===== config.mk =====
export PLATFORM = sky130hd
export DESIGN_NAME = sfc_top
export DESIGN_NICKNAME = d
export VERILOG_FILES = /design/src/core/sfc_pkg.sv /design/src/core/sfc_top.sv
export SDC_FILE = /design/constraint.sdc
export NUM_CORES = 1
export LEC_CHECK = 0
export ABC_AREA = 1
export BUFFER_PORTS_ARGS = -buffer_cell sky130_fd_sc_hd__buf_2
export CAP_MARGIN = 40
export CORE_MARGIN = 2
export CORE_UTILIZATION = 55
export DETAILED_ROUTE_END_ITERATION = 12
export PLACE_DENSITY = 0.81
export SETUP_SLACK_MARGIN = 0.05
export SLEW_MARGIN = 30
export SYNTH_ARGS = -nofsm -noshare
export SYNTH_HDL_FRONTEND = slang
export SYNTH_SLANG_ARGS = --single-unit
export TNS_END_PERCENT = 20

===== constraint.sdc =====
create_clock -name core_clk_in -period 2.8 [get_ports core_clk_in]
set_input_delay 0.28 -clock core_clk_in [delete_from_list [all_inputs] [get_ports core_clk_in]]
set_output_delay 0.28 -clock core_clk_in [all_outputs]
set_load 0.02 [all_outputs]

===== src/core/sfc_pkg.sv =====
// Package for the serial flow-control block: register map, codes, timing
package sfc_pkg;
  // Register byte offsets
  localparam logic [7:0] SFC_CTRL_OFS = 8'h00;
  localparam logic [7:0] SFC_STAT_OFS = 8'h04;
  localparam logic [7:0] SFC_IRQ_STAT_OFS = 8'h08;
  localparam logic [7:0] SFC_IRQ_MASK_OFS = 8'h0c;
  localparam logic [7:0] SFC_TXDATA_OFS = 8'h10;
  localparam logic [7:0] SFC_RXDATA_OFS = 8'h14;
  // Control field positions
  localparam int SFC_MODE_LSB = 0;
  localparam int SFC_RWAIT_LSB = 4;
  localparam int SFC_AWAIT_LSB = 8;
  localparam int SFC_MENU_BIT = 12;
  localparam logic [31:0] SFC_CTRL_RST = 32'h0000_0000;
  // Interrupt bits
  localparam int SFC_IRQ_GOOD = 0;
  localparam int SFC_IRQ_ERR = 1;
  localparam int SFC_IRQ_DONE = 2;
  localparam int SFC_IRQ_RX = 3;
  localparam int SFC_IRQ_N = 4;
  // Flow-control methods
  localparam logic [2:0] HANDSHAKE_NONE_CODE = 3'h0;
  localparam logic [2:0] HANDSHAKE_LINE_CODE = 3'h1;
  localparam logic [2:0] HANDSHAKE_REQUEST_CODE = 3'h2;
  localparam logic [2:0] HANDSHAKE_ACK_CODE = 3'h3;
  localparam logic [2:0] HANDSHAKE_ACK_QUIET_CODE = 3'h4;
  // Wait selections
  localparam logic [1:0] READY_WAIT_UNLIMITED_CODE = 2'h0;
  localparam logic [1:0] RESPONSE_WAIT_UNLIMITED_CODE = 2'h0;
  // Host response characters
  localparam logic [7:0] SFC_CHR_ACK = 8'h06;
  localparam logic [7:0] SFC_CHR_NAK = 8'h15;
  localparam logic [7:0] SFC_CHR_DC1 = 8'h11;
  // Timing
  localparam int SFC_CLK_MHZ = 100;
  localparam int SFC_MS_CYC = SFC_CLK_MHZ * 1000;
  localparam int SFC_T100_MS = 100;
  localparam int SFC_T200_MS = 200;
  localparam int SFC_T400_MS = 400;
  localparam int SFC_T500_MS = 500;
  localparam int SFC_T1000_MS = 1000;
  localparam int SFC_TMR_W = 27;
  // AXI responses
  localparam logic [1:0] SFC_RESP_OKAY = 2'h0;
  localparam logic [1:0] SFC_RESP_SLVERR = 2'h2;

  typedef struct packed {
    logic [7:0] data;
    logic valid;
  } sfc_char_t;

  typedef enum logic [5:0] {
    ST_IDLE = 6'h01,
    ST_REQ = 6'h02,
    ST_WAITRDY = 6'h04,
    ST_SEND = 6'h08,
    ST_BUSY = 6'h10,
    ST_RESP = 6'h20
  } sfc_state_t;
endpackage


===== src/core/sfc_top.sv =====
// Serial flow-control engine with AXI4-Lite register access
//
// The implementer's own choices: the register addresses and the AXI4-Lite slave port.
`timescale 1ns/100ps
`default_nettype none

// Summary of operation
// (RULE1) Five methods selectable: none, ready line, request line, ack, ack quiet.
// (RULE2) No flow control: transmit without looking at host ready.
// (RULE3) Own readiness on request output; host readiness read on clear input.
// (RULE4) Ready mode: ready output high except while sending or in menu.
// (RULE5) Sample host ready before sending; start at once or wait for it.
// (RULE6) Host ready still low at wait expiry: flag error, drop transmission.
// (RULE7) Ready wait: unlimited default, 100, 200 or 400 ms.
// (RULE8) Host drops ready mid-character: finish character, then wait.
// (RULE9) Request mode raises request output before sending, else as ready mode; the code keeps it high while sending and drops it only back in idle.
// (RULE10) Ack mode: after sending, wait for response or timeout.
// (RULE11) Ack received: good-read completion, back to idle.
// (RULE12) Nak received: resend same data, wait for response again.
// (RULE13) DC1 received: back to awaiting trigger (idle).
// (RULE14) Response timeout in ack mode: flag error, back to idle.
// (RULE15) Response wait: unlimited default, 100, 500 or 1000 ms.
// (RULE16) Quiet ack mode: timeout counts as ack, no error.
// (RULE17) Framing 7/8 bits, parity, stop bits set in the external framer.
// (RULE18) Bit rate 600 to 38400 set in the external baud generator.
// (RULE19) Responses are 06, 15, 11 hex; other characters ignored while waiting.
module sfc_top
  import sfc_pkg::*;
#(
  // Clock cycles per millisecond; a smaller value shortens every timeout alike
  parameter int CYC_PER_MS = SFC_MS_CYC
)
(
  // Clock and reset
  input wire logic core_clk_in,
  input wire logic nrst_in,
  // AXI4-Lite slave
  input wire logic [7:0] s_axi_awaddr_in,
  input wire logic s_axi_awvalid_in,
  output logic s_axi_awready_out,
  input wire logic [31:0] s_axi_wdata_in,
  input wire logic [3:0] s_axi_wstrb_in,
  input wire logic s_axi_wvalid_in,
  output logic s_axi_wready_out,
  output logic [1:0] s_axi_bresp_out,
  output logic s_axi_bvalid_out,
  input wire logic s_axi_bready_in,
  input wire logic [7:0] s_axi_araddr_in,
  input wire logic s_axi_arvalid_in,
  output logic s_axi_arready_out,
  output logic [31:0] s_axi_rdata_out,
  output logic [1:0] s_axi_rresp_out,
  output logic s_axi_rvalid_out,
  input wire logic s_axi_rready_in,
  // Character framer
  output logic [7:0] tx_data_out,
  output logic tx_start_out,
  input wire logic tx_busy_in,
  input wire logic [7:0] rx_data_in,
  input wire logic rx_valid_in,
  // Handshake lines
  output logic local_ready_output_out,
  input wire logic host_ready_in,
  // Interrupt
  output logic irq_out
);

  // ----------------------------------------------------------------
  // Timeout selections
  // ----------------------------------------------------------------
  function automatic logic [SFC_TMR_W-1:0] ms_cyc(input int ms);
    ms_cyc = SFC_TMR_W'(ms * CYC_PER_MS);
  endfunction

  logic [31:0] ctrl_r, ctrl_nxt;
  logic [SFC_IRQ_N-1:0] ist_r, ist_nxt, imask_r, imask_nxt;
  logic [7:0] txbuf_r, txbuf_nxt;
  logic txpend_r, txpend_nxt;
  sfc_char_t rxlast_r, rxlast_nxt;

  logic [2:0] mode;
  logic [1:0] rwait_sel, await_sel;
  logic menu_busy;
  logic [SFC_TMR_W-1:0] rdy_lim, rsp_lim;
  assign mode = ctrl_r[SFC_MODE_LSB +: 3];
  assign rwait_sel = ctrl_r[SFC_RWAIT_LSB +: 2];
  assign await_sel = ctrl_r[SFC_AWAIT_LSB +: 2];
  assign menu_busy = ctrl_r[SFC_MENU_BIT];

  always_comb
  begin
    unique case (rwait_sel) // RULE7
      2'h1: rdy_lim = ms_cyc(SFC_T100_MS);
      2'h2: rdy_lim = ms_cyc(SFC_T200_MS);
      2'h3: rdy_lim = ms_cyc(SFC_T400_MS);
      default: rdy_lim = '0;
    endcase
    unique case (await_sel) // RULE15
      2'h1: rsp_lim = ms_cyc(SFC_T100_MS);
      2'h2: rsp_lim = ms_cyc(SFC_T500_MS);
      2'h3: rsp_lim = ms_cyc(SFC_T1000_MS);
      default: rsp_lim = '0;
    endcase
  end

  // ----------------------------------------------------------------
  // Flow-control state machine
  // ----------------------------------------------------------------
  sfc_state_t st_r, st_nxt;
  logic [SFC_TMR_W-1:0] tmr_r, tmr_nxt;
  logic start_r, start_nxt, rdy_r, rdy_nxt;
  logic ev_good, ev_err, ev_done, tx_take;
  logic line_mode, ack_mode;
  assign line_mode = (mode == HANDSHAKE_LINE_CODE) || (mode == HANDSHAKE_REQUEST_CODE);
  assign ack_mode = (mode == HANDSHAKE_ACK_CODE) || (mode == HANDSHAKE_ACK_QUIET_CODE);

  always_comb
  begin
    st_nxt = st_r;
    tmr_nxt = tmr_r;
    start_nxt = 1'b0;
    ev_good = 1'b0;
    ev_err = 1'b0;
    ev_done = 1'b0;
    tx_take = 1'b0;
    unique case (st_r)
      ST_IDLE:
        if (txpend_r && !menu_busy)
        begin
          tmr_nxt = '0;
          if (mode == HANDSHAKE_REQUEST_CODE)
            st_nxt = ST_REQ; // RULE9
          else if (line_mode)
            st_nxt = ST_WAITRDY;
          else
            st_nxt = ST_SEND; // RULE2
        end
      ST_REQ:
        st_nxt = ST_WAITRDY; // RULE9
      ST_WAITRDY:
        if (host_ready_in) // RULE3 RULE5
          st_nxt = ST_SEND;
        else if (rdy_lim != '0 && tmr_r >= rdy_lim - 1'b1)
        begin
          ev_err = 1'b1; // RULE6
          tx_take = 1'b1;
          st_nxt = ST_IDLE;
        end
        else
          tmr_nxt = tmr_r + 1'b1;
      ST_SEND:
        if (!tx_busy_in)
        begin
          start_nxt = 1'b1;
          st_nxt = ST_BUSY;
        end
      ST_BUSY:
        // The whole character finishes before host ready is looked at again
        if (!start_r && !tx_busy_in) // RULE8
        begin
          tmr_nxt = '0;
          if (ack_mode)
            st_nxt = ST_RESP; // RULE10
          else
          begin
            ev_done = 1'b1;
            tx_take = 1'b1;
            st_nxt = ST_IDLE;
          end
        end
      ST_RESP:
        if (rx_valid_in && rx_data_in == SFC_CHR_ACK)
        begin
          ev_good = 1'b1; // RULE11
          tx_take = 1'b1;
          st_nxt = ST_IDLE;
        end
        else if (rx_valid_in && rx_data_in == SFC_CHR_NAK)
          st_nxt = ST_SEND; // RULE12
        else if (rx_valid_in && rx_data_in == SFC_CHR_DC1)
        begin
          tx_take = 1'b1; // RULE13
          st_nxt = ST_IDLE;
        end
        else if (rsp_lim != '0 && tmr_r >= rsp_lim - 1'b1)
        begin
          tx_take = 1'b1;
          if (mode == HANDSHAKE_ACK_QUIET_CODE)
            ev_good = 1'b1; // RULE16
          else
            ev_err = 1'b1; // RULE14
          st_nxt = ST_IDLE;
        end
        else
          tmr_nxt = tmr_r + 1'b1; // RULE19
    endcase
    // Ready low while sending or in menu; request mode drops it only in idle
    if (mode == HANDSHAKE_REQUEST_CODE)
      rdy_nxt = (st_nxt != ST_IDLE); // RULE9
    else
      rdy_nxt = !(menu_busy || st_nxt == ST_SEND || st_nxt == ST_BUSY); // RULE4
  end

  always_ff @(posedge core_clk_in)
  begin
    if (!nrst_in)
    begin
      st_r <= ST_IDLE;
      tmr_r <= '0;
      start_r <= 1'b0;
      rdy_r <= 1'b1;
    end
    else
    begin
      st_r <= st_nxt;
      tmr_r <= tmr_nxt;
      start_r <= start_nxt;
      rdy_r <= rdy_nxt;
    end
  end

  // ----------------------------------------------------------------
  // AXI4-Lite slave and registers
  // ----------------------------------------------------------------
  logic awr_r, awr_nxt, wr_r, wr_nxt, bv_r, bv_nxt, arr_r, arr_nxt, rv_r, rv_nxt;
  logic [7:0] awa_r, awa_nxt;
  logic [31:0] wd_r, wd_nxt, rd_r, rd_nxt;
  logic [3:0] ws_r, ws_nxt;
  logic [1:0] br_r, br_nxt, rr_r, rr_nxt;
  logic have_aw_r, have_aw_nxt, have_w_r, have_w_nxt;
  logic [SFC_IRQ_N-1:0] ev_vec, w1c;
  logic do_wr;
  logic [31:0] wmask;

  assign ev_vec = {rx_valid_in, ev_done, ev_err, ev_good};

  always_comb
  begin
    have_aw_nxt = have_aw_r;
    have_w_nxt = have_w_r;
    awa_nxt = awa_r;
    wd_nxt = wd_r;
    ws_nxt = ws_r;
    if (s_axi_awvalid_in && awr_r)
    begin
      have_aw_nxt = 1'b1;
      awa_nxt = s_axi_awaddr_in;
    end
    if (s_axi_wvalid_in && wr_r)
    begin
      have_w_nxt = 1'b1;
      wd_nxt = s_axi_wdata_in;
      ws_nxt = s_axi_wstrb_in;
    end
    do_wr = have_aw_r && have_w_r && !bv_r;
    wmask = {{8{ws_r[3]}}, {8{ws_r[2]}}, {8{ws_r[1]}}, {8{ws_r[0]}}};
    if (do_wr)
    begin
      have_aw_nxt = 1'b0;
      have_w_nxt = 1'b0;
    end
    awr_nxt = !have_aw_nxt && !bv_r;
    wr_nxt = !have_w_nxt && !bv_r;
    bv_nxt = do_wr || (bv_r && !s_axi_bready_in);
    br_nxt = br_r;
    ctrl_nxt = ctrl_r;
    imask_nxt = imask_r;
    txbuf_nxt = txbuf_r;
    txpend_nxt = txpend_r && !tx_take;
    w1c = '0;
    if (do_wr)
    begin
      br_nxt = SFC_RESP_OKAY;
      unique case (awa_r)
        SFC_CTRL_OFS: ctrl_nxt = (ctrl_r & ~wmask) | (wd_r & wmask); // RULE1
        SFC_IRQ_STAT_OFS: w1c = wd_r[SFC_IRQ_N-1:0] & wmask[SFC_IRQ_N-1:0];
        SFC_IRQ_MASK_OFS: imask_nxt = wd_r[SFC_IRQ_N-1:0];
        SFC_TXDATA_OFS:
          if (!txpend_r && ws_r[0])
          begin
            txbuf_nxt = wd_r[7:0];
            txpend_nxt = 1'b1;
          end
        SFC_STAT_OFS, SFC_RXDATA_OFS: ;
        default: br_nxt = SFC_RESP_SLVERR;
      endcase
    end
    // Hardware set wins over a software clear in the same cycle
    ist_nxt = (ist_r & ~w1c) | ev_vec;
    rxlast_nxt = rxlast_r;
    if (rx_valid_in)
      rxlast_nxt = '{data: rx_data_in, valid: 1'b1};
    rv_nxt = rv_r && !s_axi_rready_in;
    arr_nxt = !rv_nxt && !(s_axi_arvalid_in && arr_r);
    rd_nxt = rd_r;
    rr_nxt = rr_r;
    if (s_axi_arvalid_in && arr_r)
    begin
      rv_nxt = 1'b1;
      rr_nxt = SFC_RESP_OKAY;
      unique case (s_axi_araddr_in)
        SFC_CTRL_OFS: rd_nxt = ctrl_r;
        SFC_STAT_OFS: rd_nxt = {24'h00_0000, txpend_r, host_ready_in, st_r};
        SFC_IRQ_STAT_OFS: rd_nxt = {28'h000_0000, ist_r};
        SFC_IRQ_MASK_OFS: rd_nxt = {28'h000_0000, imask_r};
        SFC_TXDATA_OFS: rd_nxt = {24'h00_0000, txbuf_r};
        SFC_RXDATA_OFS:
        begin
          rd_nxt = {23'h00_0000, rxlast_r};
          if (!rx_valid_in)
            rxlast_nxt.valid = 1'b0;
        end
        default:
        begin
          rd_nxt = 32'h0000_0000;
          rr_nxt = SFC_RESP_SLVERR;
        end
      endcase
    end
  end

  always_ff @(posedge core_clk_in)
  begin
    if (!nrst_in)
    begin
      awr_r <= 1'b0;
      wr_r <= 1'b0;
      bv_r <= 1'b0;
      br_r <= SFC_RESP_OKAY;
      arr_r <= 1'b0;
      rv_r <= 1'b0;
      rr_r <= SFC_RESP_OKAY;
      rd_r <= 32'h0000_0000;
      awa_r <= 8'h00;
      wd_r <= 32'h0000_0000;
      ws_r <= 4'h0;
      have_aw_r <= 1'b0;
      have_w_r <= 1'b0;
      ctrl_r <= SFC_CTRL_RST;
      ist_r <= '0;
      imask_r <= '0;
      txbuf_r <= 8'h00;
      txpend_r <= 1'b0;
      rxlast_r <= '0;
      irq_out <= 1'b0;
    end
    else
    begin
      awr_r <= awr_nxt;
      wr_r <= wr_nxt;
      bv_r <= bv_nxt;
      br_r <= br_nxt;
      arr_r <= arr_nxt;
      rv_r <= rv_nxt;
      rr_r <= rr_nxt;
      rd_r <= rd_nxt;
      awa_r <= awa_nxt;
      wd_r <= wd_nxt;
      ws_r <= ws_nxt;
      have_aw_r <= have_aw_nxt;
      have_w_r <= have_w_nxt;
      ctrl_r <= ctrl_nxt;
      ist_r <= ist_nxt;
      imask_r <= imask_nxt;
      txbuf_r <= txbuf_nxt;
      txpend_r <= txpend_nxt;
      rxlast_r <= rxlast_nxt;
      irq_out <= |(ist_nxt & imask_nxt);
    end
  end

  assign s_axi_awready_out = awr_r;
  assign s_axi_wready_out = wr_r;
  assign s_axi_bvalid_out = bv_r;
  assign s_axi_bresp_out = br_r;
  assign s_axi_arready_out = arr_r;
  assign s_axi_rvalid_out = rv_r;
  assign s_axi_rresp_out = rr_r;
  assign s_axi_rdata_out = rd_r;
  assign tx_data_out = txbuf_r; // RULE17
  assign tx_start_out = start_r; // RULE18
  assign local_ready_output_out = rdy_r;
endmodule

`default_nettype wire


==> run metrics <==
Setup TNS 0 ns; critical path class register to register; Setup crit end kind register; clock slew at reported path FFs 0.08 ns; Area Growth Syn to Fin 18.79%; # nets final 1562; sequential share of the synthesized area 39.13%; I/O pin count 122; period utilization 94.65%; Antenna Nets Post-Route 0; Final Hold Fails 0; yosys warns 0; Max Slew Vio Count 0; GRT Total Usage 28.98%; number of global-route vias before repair 8481; Die Ht 133.0 µm; worst hold path type input port to register; row cnt 47; Rel. slew slack 52.71%; DR WL/cell 15.60 µm; initial antenna violation count 0; worst reg-to-reg path cell count 19; synth top area cells dfxtp_1 39%, nand2_1 12%, nor2_1 7.5%; CORE AREA 16410 µm²; critical path fanouts, max 6; final instance area 10880 µm²; largest net degree at the start of global routing 50; Die W 133.0 µm; pwr dens 496.6 nW/µm²; Worst Max-Slew Pin Slew 0.7073 ns; n_diodes 0; placed cells 1629; max-cap violations 0; #FFs+latches synth 179; switching power total 1.450 mW; CP arrival 3.03 ns; share of cells above drive strength 1 17.03%; post-synth cell types 44; DIE AREA 17700 µm²; cts bufs inserted 17; cell leakage power 4.747 nW; area leader, netlist dfxtp_1; CTS Root Cell clkbuf_16; Sw Share 26.85%; internal power 3.952 mW; Port Buffers 119; Mapped Avg Cell Area 6.975 µm²; routability cong. 0.9603; most frequent cells in the layout 289 x nand2_1, 180 x nor2_1, 176 x dfxtp_1, 124 x a21oi_1, 123 x inv_1; f_max 0.3773 GHz; Layout fillers 1422; grt ovf 0; CTS Sinks 179; Post-Route WL 26040 µm; DP Area 10010 µm²; final hold slack 0.04456 ns; CTS tree done; first-pass GRT wire length 41190 µm; maximum clock insertion buffer count 2; vias per cell 5.502; sequential cell fraction of total power 49.6%; DP Wirelength 18620 µm; asr flop ratio synth 0%; Multi-input gate area 5030 µm²; Worst EP required 3.18 ns; ys flop type dfxtp_1; H-tree depth 4; top cell type's share of synthesized area 39.13%; Hold Crit Depth 2; Clock power frac 43.0%; Worst-Skew Late Latency 0.44 ns; min Tclk post-route 2.650 ns; Post-synth EDFFs 0; Peak VDD IR 482.0 µV; Comb power frac 7.4%; status complete, no violations; DR DRC count 0; Via Count 9188; DR iter-0 viols 745; crit start category register; Reg area 3592 µm²; 1st-pass router iterations 6; Finished Layout Cells 1670; Final Setup Violations 0; Syn Std Cell Area 9158 µm²; commonest non-fill, non-tap cell in the layout nand2_1; Synth Instances 1313; initial core utilization 55.81%; hold buffers post-CTS 0; clk_skew 0.01410 ns
## power by group through the flow
stage                     Clock, mW  Combinational [mW]  Sequential, mW
final                          2.32               0.400            2.68
after global routing           2.43               0.447            2.69
after CTS                      2.33               0.397            2.68
after detailed placement          0               0.393            2.74
after global placement            0               0.383            2.74
after floorplan                   0               0.215            2.76
## synth_stat cells, drive strengths merged (2+ instances only)
library cell and n:
o2111ai 5, a211oi 2, ha 55, nand4 27, a21oi 125, inv 138
nor3b 3, o21ai 120, nor3 26, nand2 297, nor4 6, buf 11
nand3 42, xnor2 11, a21o 2, o22ai 8, dfxtp 179, clkbuf 39
o31ai 5, xor2 9, nor2 194
## worst max-delay path, cell delays in order, from the launching register on
cell     delay, ns
dfxtp_2       0.33
buf_6         0.13
ha_2          0.18
xnor2_2       0.19
ha_1          0.26
nand2_1       0.11
a21oi_1       0.06
nor2_1        0.13
nand2_1       0.08
nand2_1       0.06
nand4_1       0.10
nand2_2       0.11
nand2_1       0.07
nand2_2       0.08
nand3_4       0.14
buf_6         0.19
buf_4         0.14
o21ai_2       0.09
nand2_1       0.06
nor2_1        0.09
## per-stage QoR
stage          power (mW)  util [%]  worst slack (ns)
3_5_place_dp        3.132     61.02          -0.02742
2_1_floorplan       2.979         -            0.3171
6_report            5.402     66.30            0.1497
3_3_place_gp        3.121     61.02            0.1068
5_1_grt             5.569     66.30          -0.02809
4_1_cts             5.406     64.76           0.05460
## worst paths after layout
kind                                  from                   to  slack, ns
worst max register to register    register             tmr_r[7]       0.15
worst max-delay path              register             tmr_r[7]       0.15
worst min-delay path            tx_busy_in         tx_start_out       0.04
worst min register to register    register  s_axi_rdata_out[30]       0.46
## metal layers
metal	track usage (%)	vias up	routed length [µm]
li1	-	4535	-
met1	36.11	4176	10770
met2	49.11	392	12480
met3	4.483	85	1755
met4	13.86	0	1038
met5	0	-	0
## final cells by class
class                      instances  area share (%)
clock buffer                      19           3.980
clock inverter                    13           1.242
inverter                         139           4.992
multi-input combinational        946           46.24
sequential                       179           33.02
tap                              220           2.530
timing repair buffer             154           7.994
## cells by family after synthesis
group	synth area share, %
adder cells (fa/ha/maj)	7.515
XOR/XNOR	1.913
AND/OR/NAND/NOR	27.72
other	0.04095
flip-flops	39.13
AO/OA/AOI/OAI	15.58
buffers and inverters	8.102
## what timing repair did
item	in CTS	in global routing
buffers inserted	2	7
hold endpoints to repair	0	0
endpoints found under the setup margin	26	30
pin swaps	1	11
resized for setup	6	47
Power figures use the tool's default switching activity.
